$ cat src/logic/pllc_pkg.sv
// package for the pll control block: register map, fields, reset values
// assumes a 50 MHz system clock and a 32-bit avalon-mm slave port
package pllc_pkg;

   // ****************************************************************
   // register offsets (byte addresses)
   // ****************************************************************
   localparam logic [7:0] PLLC_OFS_CTRL   = 8'h00;
   localparam logic [7:0] PLLC_OFS_PHASE  = 8'h04;
   localparam logic [7:0] PLLC_OFS_DIVN   = 8'h08;
   localparam logic [7:0] PLLC_OFS_DIVM   = 8'h0C;
   localparam logic [7:0] PLLC_OFS_DIVO   = 8'h10;
   localparam logic [7:0] PLLC_OFS_DIVFB  = 8'h14;
   localparam logic [7:0] PLLC_OFS_DIVC0  = 8'h18;
   localparam logic [7:0] PLLC_OFS_STATUS = 8'h2C;
   localparam logic [7:0] PLLC_OFS_IRQ    = 8'h30;
   localparam logic [7:0] PLLC_OFS_MASK   = 8'h34;

   // ****************************************************************
   // field positions
   // ****************************************************************
   localparam int PLLC_CTRL_RUN     = 0;
   localparam int PLLC_CTRL_SEL_LO  = 4;
   localparam int PLLC_PH_CODE_LO   = 0;
   localparam int PLLC_PH_SEL_LO    = 4;
   localparam int PLLC_PH_APPLY     = 12;
   localparam int PLLC_ST_LOCK      = 0;
   localparam int PLLC_ST_CFG_ERR   = 1;
   localparam int PLLC_IRQ_LOCK_UP  = 0;
   localparam int PLLC_IRQ_LOCK_DN  = 1;
   localparam int PLLC_IRQ_PH_DONE  = 2;

   // ****************************************************************
   // reset values and limits
   // ****************************************************************
   localparam logic [7:0] PLLC_DIV_RST     = 8'h01;
   localparam logic [7:0] PLLC_DIVM_RST    = 8'h04;
   localparam int         PLLC_PROD_MAX    = 255;
   localparam int         PLLC_NUM_OUT     = 5;
   localparam int         PLLC_NUM_REF     = 4;
   localparam int         PLLC_NUM_IRQ     = 3;

   // ****************************************************************
   // timing
   // ****************************************************************
   localparam int PLLC_CLK_MHZ        = 50;
   localparam int PLLC_RST_MIN_NS     = 10;
   localparam int PLLC_RST_CYC        =
      (PLLC_RST_MIN_NS * PLLC_CLK_MHZ + 999) / 1000 < 1 ? 1 :
      (PLLC_RST_MIN_NS * PLLC_CLK_MHZ + 999) / 1000;
   localparam int PLLC_LOCK_FILT_CYC  = 4;

   typedef enum logic [1:0] {
      PLLC_ST_HOLD   = 2'b00,
      PLLC_ST_ACQ    = 2'b01,
      PLLC_ST_LOCK_FLAG = 2'b11
   } pllc_state_e;

endpackage

$ cat src/logic/pllc_top.sv
// pll control block: fabric-facing control of a frequency synthesis pll
// assumes one 50 MHz clock, avalon-mm register access, and an analog
// core that takes the control pins below and returns a raw lock level
//
// Contract
// - two-bit select picks one of four reference clocks, changeable live; the code changes it only while it holds the pll in reset
// - pll held reset while reset_n low, runs when released high
// - lock flag rises on lock, falls on detected loss of lock
// - raw lock is asynchronous and glitchy; synchronise and filter it
// - three-bit code delays output by code half post-divider cycles
// - five-bit selection chooses outputs hit by dynamic phase shift
// - phase apply high applies current code to selected outputs
// - pre-divider, feedback multiplier, post-divider, per-output dividers
// - fout equals fin times m times feedback divider over n times c
// - pfd is fin over n; post-divider clock is vco over o
// - five output clocks, each routable to the global clock network
`timescale 1ns/1ns
module pllc_top
   import pllc_pkg::*;
#(
   parameter int FILT_CYC = PLLC_LOCK_FILT_CYC
) (
   input  wire logic        clk,
   input  wire logic        rst,
   input  wire logic [7:0]  avs_address,
   input  wire logic        avs_read,
   input  wire logic        avs_write,
   input  wire logic [31:0] avs_writedata,
   input  wire logic [3:0]  avs_byteenable,
   output logic [31:0]      avs_readdata,
   output logic             avs_waitrequest,
   input  wire logic        core_lock_raw,
   output logic [1:0]       ref_clk_select,
   output logic             pll_reset_n,
   output logic [2:0]       phase_code,
   output logic [4:0]       phase_out_select,
   output logic             phase_apply,
   output logic [7:0]       div_pre,
   output logic [7:0]       div_mult,
   output logic [7:0]       div_post,
   output logic [7:0]       feedback_out_divider,
   output logic [39:0]      div_out,
   output logic             lock_flag,
   output logic             irq
);

   // ****************************************************************
   // register storage
   // ****************************************************************
   logic                     run;
   logic [1:0]               sel_req;
   logic [PLLC_NUM_IRQ-1:0]  irq_stat;
   logic [PLLC_NUM_IRQ-1:0]  irq_mask;
   logic [7:0]               div_c [PLLC_NUM_OUT];
   logic [2:0]               ph_code_req;
   logic [4:0]               ph_sel_req;
   logic                     ph_go;
   logic                     wr_acc;
   logic                     rd_acc;
   logic [7:0]               rst_cnt;
   logic                     sel_pending;
   pllc_state_e              state;
   logic                     lock_s1;
   logic                     lock_s2;
   logic [7:0]               filt_cnt;
   logic                     lock_filt;
   logic                     lock_filt_q;
   logic [PLLC_NUM_IRQ-1:0]  irq_ev;
   logic                     cfg_err;

   // byte-lane merge for a register field
   function automatic logic [31:0] merge(input logic [31:0] old,
                                         input logic [31:0] nw,
                                         input logic [3:0]  be);
      logic [31:0] r;
      r = old;
      for (int i = 0; i < 4; i++) begin
         if (be[i]) begin
            r[i*8 +: 8] = nw[i*8 +: 8];
         end
      end
      return r;
   endfunction

   // ****************************************************************
   // avalon-mm slave: one wait cycle, answer on the second edge
   // ****************************************************************
   logic req;
   assign req = (avs_read | avs_write) & ~wr_acc & ~rd_acc;

   always_ff @(posedge clk or posedge rst) begin
      if (rst) begin
         avs_waitrequest <= 1'b1;
         wr_acc          <= 1'b0;
         rd_acc          <= 1'b0;
      end else begin
         wr_acc          <= avs_write & avs_waitrequest & ~wr_acc & ~rd_acc;
         rd_acc          <= avs_read & avs_waitrequest & ~wr_acc & ~rd_acc;
         avs_waitrequest <= ~req;
      end
   end

   logic [31:0] rd_mux;
   always_comb begin
      rd_mux = 32'h0000_0000;
      case (avs_address)
         PLLC_OFS_CTRL: begin
            rd_mux[PLLC_CTRL_RUN] = run;
            rd_mux[PLLC_CTRL_SEL_LO +: 2] = sel_req;
         end
         PLLC_OFS_PHASE: begin
            rd_mux[PLLC_PH_CODE_LO +: 3] = ph_code_req;
            rd_mux[PLLC_PH_SEL_LO +: 5] = ph_sel_req;
         end
         PLLC_OFS_DIVN:   rd_mux[7:0] = div_pre;
         PLLC_OFS_DIVM:   rd_mux[7:0] = div_mult;
         PLLC_OFS_DIVO:   rd_mux[7:0] = div_post;
         PLLC_OFS_DIVFB:  rd_mux[7:0] = feedback_out_divider;
         PLLC_OFS_STATUS: begin
            rd_mux[PLLC_ST_LOCK] = lock_flag;
            rd_mux[PLLC_ST_CFG_ERR] = cfg_err;
            rd_mux[9:8] = state;
         end
         PLLC_OFS_IRQ:    rd_mux[PLLC_NUM_IRQ-1:0] = irq_stat;
         PLLC_OFS_MASK:   rd_mux[PLLC_NUM_IRQ-1:0] = irq_mask;
         default: begin
            for (int i = 0; i < PLLC_NUM_OUT; i++) begin
               if (avs_address == PLLC_OFS_DIVC0 + 8'(4 * i)) begin
                  rd_mux[7:0] = div_c[i];
               end
            end
         end
      endcase
   end

   always_ff @(posedge clk or posedge rst) begin
      if (rst) begin
         avs_readdata <= 32'h0000_0000;
      end else if (avs_read & avs_waitrequest & ~wr_acc & ~rd_acc) begin
         avs_readdata <= rd_mux;
      end
   end

   // ****************************************************************
   // control and divider registers
   // ****************************************************************
   logic [31:0] wv;
   assign wv = merge(32'h0000_0000, avs_writedata, avs_byteenable);

   always_ff @(posedge clk or posedge rst) begin
      if (rst) begin
         run                  <= 1'b0;
         sel_req              <= 2'b00;
         div_pre              <= PLLC_DIV_RST;
         div_mult             <= PLLC_DIVM_RST;
         div_post             <= PLLC_DIV_RST;
         feedback_out_divider <= PLLC_DIV_RST;
         for (int i = 0; i < PLLC_NUM_OUT; i++) begin
            div_c[i] <= PLLC_DIV_RST;
         end
      end else if (wr_acc) begin
         case (avs_address)
            PLLC_OFS_CTRL: begin
               if (avs_byteenable[0]) begin
                  run     <= wv[PLLC_CTRL_RUN];
                  sel_req <= wv[PLLC_CTRL_SEL_LO +: 2];
               end
            end
            PLLC_OFS_DIVN:  if (avs_byteenable[0]) div_pre <= wv[7:0];
            PLLC_OFS_DIVM:  if (avs_byteenable[0]) div_mult <= wv[7:0];
            PLLC_OFS_DIVO:  if (avs_byteenable[0]) div_post <= wv[7:0];
            PLLC_OFS_DIVFB: begin
               if (avs_byteenable[0]) feedback_out_divider <= wv[7:0];
            end
            default: begin
               for (int i = 0; i < PLLC_NUM_OUT; i++) begin
                  if (avs_address == PLLC_OFS_DIVC0 + 8'(4 * i) &&
                      avs_byteenable[0]) begin
                     div_c[i] <= wv[7:0];
                  end
               end
            end
         endcase
      end
   end

   // five per-output divider buses, flattened
   genvar g;
   generate
      for (g = 0; g < PLLC_NUM_OUT; g++) begin : g_div
         assign div_out[g*8 +: 8] = div_c[g];
      end
   endgenerate

   // m*o*cfbk above the limit flags a bad setting and keeps pll in reset
   logic [23:0] prod;
   assign prod = 24'(div_mult) * 24'(div_post) * 24'(feedback_out_divider);
   always_ff @(posedge clk or posedge rst) begin
      if (rst) begin
         cfg_err <= 1'b0;
      end else begin
         cfg_err <= prod > 24'(PLLC_PROD_MAX);
      end
   end

   // ****************************************************************
   // pll reset sequencing
   // ****************************************************************
   // a new reference selection forces a reset pulse of minimum width
   always_ff @(posedge clk or posedge rst) begin
      if (rst) begin
         ref_clk_select <= 2'b00;
         sel_pending    <= 1'b0;
      end else if (sel_req != ref_clk_select && pll_reset_n) begin
         sel_pending    <= 1'b1;
      end else if (!pll_reset_n) begin
         ref_clk_select <= sel_req;
         sel_pending    <= 1'b0;
      end
   end

   always_ff @(posedge clk or posedge rst) begin
      if (rst) begin
         pll_reset_n <= 1'b0;
         rst_cnt     <= 8'h00;
      end else if (!run || cfg_err || sel_pending ||
                   sel_req != ref_clk_select) begin
         pll_reset_n <= 1'b0;
         rst_cnt     <= 8'h00;
      end else if (rst_cnt < 8'(PLLC_RST_CYC)) begin
         rst_cnt     <= rst_cnt + 8'h01;
      end else begin
         pll_reset_n <= 1'b1;
      end
   end

   // ****************************************************************
   // lock synchronise and filter
   // ****************************************************************
   always_ff @(posedge clk or posedge rst) begin
      if (rst) begin
         lock_s1 <= 1'b0;
         lock_s2 <= 1'b0;
      end else begin
         lock_s1 <= core_lock_raw;
         lock_s2 <= lock_s1;
      end
   end

   // filtered lock needs FILT_CYC steady samples to change
   always_ff @(posedge clk or posedge rst) begin
      if (rst) begin
         filt_cnt  <= 8'h00;
         lock_filt <= 1'b0;
      end else if (!pll_reset_n) begin
         filt_cnt  <= 8'h00;
         lock_filt <= 1'b0;
      end else if (lock_s2 == lock_filt) begin
         filt_cnt  <= 8'h00;
      end else if (filt_cnt >= 8'(FILT_CYC - 1)) begin
         filt_cnt  <= 8'h00;
         lock_filt <= lock_s2;
      end else begin
         filt_cnt  <= filt_cnt + 8'h01;
      end
   end

   always_ff @(posedge clk or posedge rst) begin
      if (rst) begin
         state     <= PLLC_ST_HOLD;
         lock_flag <= 1'b0;
      end else begin
         case (state)
            PLLC_ST_HOLD: begin
               lock_flag <= 1'b0;
               if (pll_reset_n) state <= PLLC_ST_ACQ;
            end
            PLLC_ST_ACQ: begin
               if (!pll_reset_n) begin
                  state <= PLLC_ST_HOLD;
               end else if (lock_filt) begin
                  state     <= PLLC_ST_LOCK_FLAG;
                  lock_flag <= 1'b1;
               end
            end
            PLLC_ST_LOCK_FLAG: begin
               if (!pll_reset_n || !lock_filt) begin
                  state     <= pll_reset_n ? PLLC_ST_ACQ : PLLC_ST_HOLD;
                  lock_flag <= 1'b0;
               end
            end
            default: begin
               state     <= PLLC_ST_HOLD;
               lock_flag <= 1'b0;
            end
         endcase
      end
   end

   // ****************************************************************
   // dynamic phase shift
   // ****************************************************************
   always_ff @(posedge clk or posedge rst) begin
      if (rst) begin
         ph_code_req <= 3'h0;
         ph_sel_req  <= 5'h00;
         ph_go       <= 1'b0;
      end else begin
         ph_go <= 1'b0;
         if (wr_acc && avs_address == PLLC_OFS_PHASE) begin
            ph_code_req <= wv[PLLC_PH_CODE_LO +: 3];
            ph_sel_req  <= wv[PLLC_PH_SEL_LO +: 5];
            ph_go       <= wv[PLLC_PH_APPLY];
         end
      end
   end

   // code and selection are driven one cycle ahead of the apply pulse
   always_ff @(posedge clk or posedge rst) begin
      if (rst) begin
         phase_code       <= 3'h0;
         phase_out_select <= 5'h00;
         phase_apply      <= 1'b0;
      end else begin
         phase_apply      <= ph_go;
         if (wr_acc && avs_address == PLLC_OFS_PHASE) begin
            phase_code       <= wv[PLLC_PH_CODE_LO +: 3];
            phase_out_select <= wv[PLLC_PH_SEL_LO +: 5];
         end
      end
   end

   // ****************************************************************
   // interrupts
   // ****************************************************************
   assign irq_ev[PLLC_IRQ_LOCK_UP] = lock_filt & ~lock_filt_q;
   assign irq_ev[PLLC_IRQ_LOCK_DN] = lock_flag & state == PLLC_ST_LOCK_FLAG &
                                     ~lock_filt;
   assign irq_ev[PLLC_IRQ_PH_DONE] = phase_apply;

   always_ff @(posedge clk or posedge rst) begin
      if (rst) begin
         lock_filt_q <= 1'b0;
         irq_stat    <= '0;
         irq_mask    <= '0;
         irq         <= 1'b0;
      end else begin
         lock_filt_q <= lock_filt;
         // set wins over write-one-to-clear
         if (wr_acc && avs_address == PLLC_OFS_IRQ && avs_byteenable[0]) begin
            irq_stat <= (irq_stat & ~wv[PLLC_NUM_IRQ-1:0]) | irq_ev;
         end else begin
            irq_stat <= irq_stat | irq_ev;
         end
         if (wr_acc && avs_address == PLLC_OFS_MASK && avs_byteenable[0]) begin
            irq_mask <= wv[PLLC_NUM_IRQ-1:0];
         end
         irq <= |(irq_stat & irq_mask);
      end
   end

endmodule

$ cat config.mk
export PLATFORM = sky130hd
export DESIGN_NAME = pllc_top
export DESIGN_NICKNAME = d
export VERILOG_FILES = /design/src/logic/pllc_pkg.sv /design/src/logic/pllc_top.sv
export SDC_FILE = /design/constraint.sdc
export NUM_CORES = 1
export LEC_CHECK = 0
export BUFFER_PORTS_ARGS = -buffer_cell sky130_fd_sc_hd__buf_2
export CORE_AREA = 2 2 166 168
export CTS_BUF_LIST = sky130_fd_sc_hd__clkbuf_16
export CTS_CLUSTER_DIAMETER = 80
export DETAILED_ROUTE_END_ITERATION = 6
export DIE_AREA = 0 0 168 170
export GPL_TIMING_DRIVEN = 0
export PLACE_DENSITY_LB_ADDON = 0.05
export SLEW_MARGIN = 20
export SYNTH_ARGS = -nofsm -noshare
export SYNTH_HDL_FRONTEND = slang
export SYNTH_SLANG_ARGS = --single-unit
$ cat constraint.sdc
create_clock -name clk -period 15.58 [get_ports clk]
set_clock_uncertainty 0.2 [all_clocks]
set_input_delay 3.116 -clock clk [delete_from_list [all_inputs] [get_ports clk]]
set_output_delay 3.116 -clock clk [all_outputs]
set_load 0.05 [all_outputs]
==> run metrics <==
status complete, no violations; die width roughly 170 um; CP required 15.64 ns; crit share post-route 0.661; critical path startpoint category register; first-pass GRT wire length between 40000 and 50000 um; CP Max Fanout 10; dominant synthesized flop cell dfrtp_1; cells after synthesis around 1200; Setup Buffers After CTS 0; post-route cell area ~14000 um2; power density over cell area 67.0 nW/um2; Worst setup EP type register; clk_lat worst skew ~0.42 ns; number of synthesized flops with an enable pin 0; synth warn 0; residual overflow from global routing 0; CP max stage delay slightly above 0.6 ns; CP top delay family adder cells; vias after detailed routing between 8000 and 9000; Hold WC Path Type register to register; Post-Syn Area approximately 12000 um2; Post-Route Setup TNS 0 ns; Ports around 170; Lkg Pwr approximately 7.3 nW; TritonRoute pass-1 iters 5; Synth Register Bits roughly 130; Initial Util 0.444; Hold Vio Cnt, Final 0; ant diodes 0; Die H approximately 170 um; Yosys cell types 63; Critical Path AT 10.36 ns; largest net degree at the start of global routing 71; Fmax between 90 and 100 MHz; asr flop ratio synth 1.00; Die ar. about 29000 um2; RSZ-0062 raised after global routing no; Reg clk slew, reported paths about 0.07 ns; clock sink count between 100 and 150; fraction of layout cells with a size suffix above 1 0.203; CTS max path bufs 2; Max rail drop VDD 64.3 uV; CTS tree done; Routed WL roughly 31000 um; slew margin rel. 0.385; Area after DPL roughly 13000 um2; final antenna-violating net count 0; GPL Wtd Cong between 0.8 and 0.9; GRT Util Overall 0.223; antenna violations before repair 1; post-cts resize count 0; HPWL after detailed placement 23800 um; final setup violation count 0; I/O Buffers between 100 and 150; Rows 60; Initial DRC Count roughly 520; routed len/inst 18.2 um; Total Nets Final around 1600; commonest non-fill, non-tap cells in the layout inv_1, and2_1, dfrtp_1; final core occ 0.508; WS Path Type register to register; Max-Cap Viols 0; Area Growth Syn to Fin 14.6%; Buf/Inv on CP 7; Design Power approximately 0.00091 W; TritonCTS Buffers 17; WHS between 0.1 and 0.15 ns; Via-to-Cell Ratio 5.23; Post-CTS Hold Fix Bufs 0; max-slew violation count 0; Post-Syn Area per Cell 10.1 um2; most used cell, CP fa_1; Slowest cell on crit path or4_1; number of global-route vias before repair approximately 9000; htree depth 4; Tightest Pin Transition approximately 0.92 ns; commonest non-fill, non-tap cell in the layout inv_1; clk root buf clkbuf_16; Seq/Total Area, Yosys 0.282; min cycle time layout 10.30 ns; Core ar. roughly 27000 um2; detailed-route DRC error count 0
-- synthesized netlist by cell type (all sizes together) (5+ instances only) --
cell / count / area (um2)
inv: 161 / 604
and2: 134 / 838
dfrtp: 123 / 3080
fa: 120 / 2400
nand2: 97 / 364
ha: 83 / 1040
mux2: 80 / 901
nor2: 46 / 173
a21oi: 35 / 179
clkbuf: 28 / 105
buf: 26 / 189
a22oi: 19 / 143
nand3: 18 / 90.1
o21ai: 16 / 80.1
xnor2: 16 / 140
a22o: 14 / 123
nor3: 14 / 90.1
a221oi: 13 / 114
and3: 13 / 81.3
nor2b: 12 / 75.1
a31oi: 11 / 68.8
dfstp: 10 / 263
xor2: 10 / 87.6
nand2b: 8 / 50.1
a21o: 7 / 52.6
o31ai: 5 / 37.5
-- worst paths after layout --
kind	endpoint	startpoint	cells past startpoint	slack [ns]
max in group asynchronous	feedback_out_divider[0]	rst	3	11.92
min in group asynchronous	div_out[22]	rst	2	2.51
min	phase_apply	ph_go	0	0.15
max	cfg_err	div_mult[0]	32	5.28
min reg2reg	phase_apply	ph_go	0	0.15
max reg2reg	cfg_err	div_mult[0]	32	5.28
-- routing by layer --
metal  share of wire  global-route usage  vias up
li1                -                   -     4176
met4           0.020              0.0586        2
met2            0.45               0.347      229
met5         0.00042                   0        -
met3           0.046              0.0340       36
met1            0.48               0.327     4415
-- power breakdown --
group	internal, W	total (W)	switching [W]
Sequential	0.000364	0.000379	0.0000151
Combinational	0.0000306	0.000137	0.000107
Clock	0.000223	0.000391	0.000167
-- flip-flops by register name, summed over array words and instances, names as in the netlist, 3 cells and up --
| name | cells |
|---|---|
| div_out | 40 |
| avs_readdata | 10 |
| div_mult | 8 |
| div_post | 8 |
| div_pre | 8 |
| feedback_out_divider | 8 |
| filt_cnt | 8 |
| rst_cnt | 8 |
| phase_out_select | 5 |
| irq_mask | 3 |
| irq_stat | 3 |
| phase_code | 3 |
-- kinds of logic (layout without fill, tap and decap cells) --
logic type,count (synthesis),in the layout,synth area share
flip-flops,133,133,0.282
AO/OA/AOI/OAI,152,152,0.0905
buffers and inverters,215,365,0.0760
adder cells (fa/ha/maj),203,203,0.291
multiplexers,84,84,0.0796
other,1,28,0.000317
XOR/XNOR,26,26,0.0193
AND/OR/NAND/NOR,362,362,0.161
-- cell type report --
cell class / count / area (um2)
repair buffers: 119 / 618
well taps: 341 / 427
fillers: 2550 / 13100
flip-flops and latches: 133 / 3340
multi-input cells: 855 / 7690
inverters: 161 / 612
clock inverters: 14 / 143
clock buffers: 17 / 425
plain buffers: 54 / 294
-- per-stage QoR --
step	instances	worst slack, ns
2_1_floorplan	1203	6.31
3_3_place_gp	1662	5.29
3_5_place_dp	1663	5.27
4_1_cts	1694	5.25
5_1_grt	1694	4.62
6_report	1694	5.28
Power figures use the tool's default switching activity.
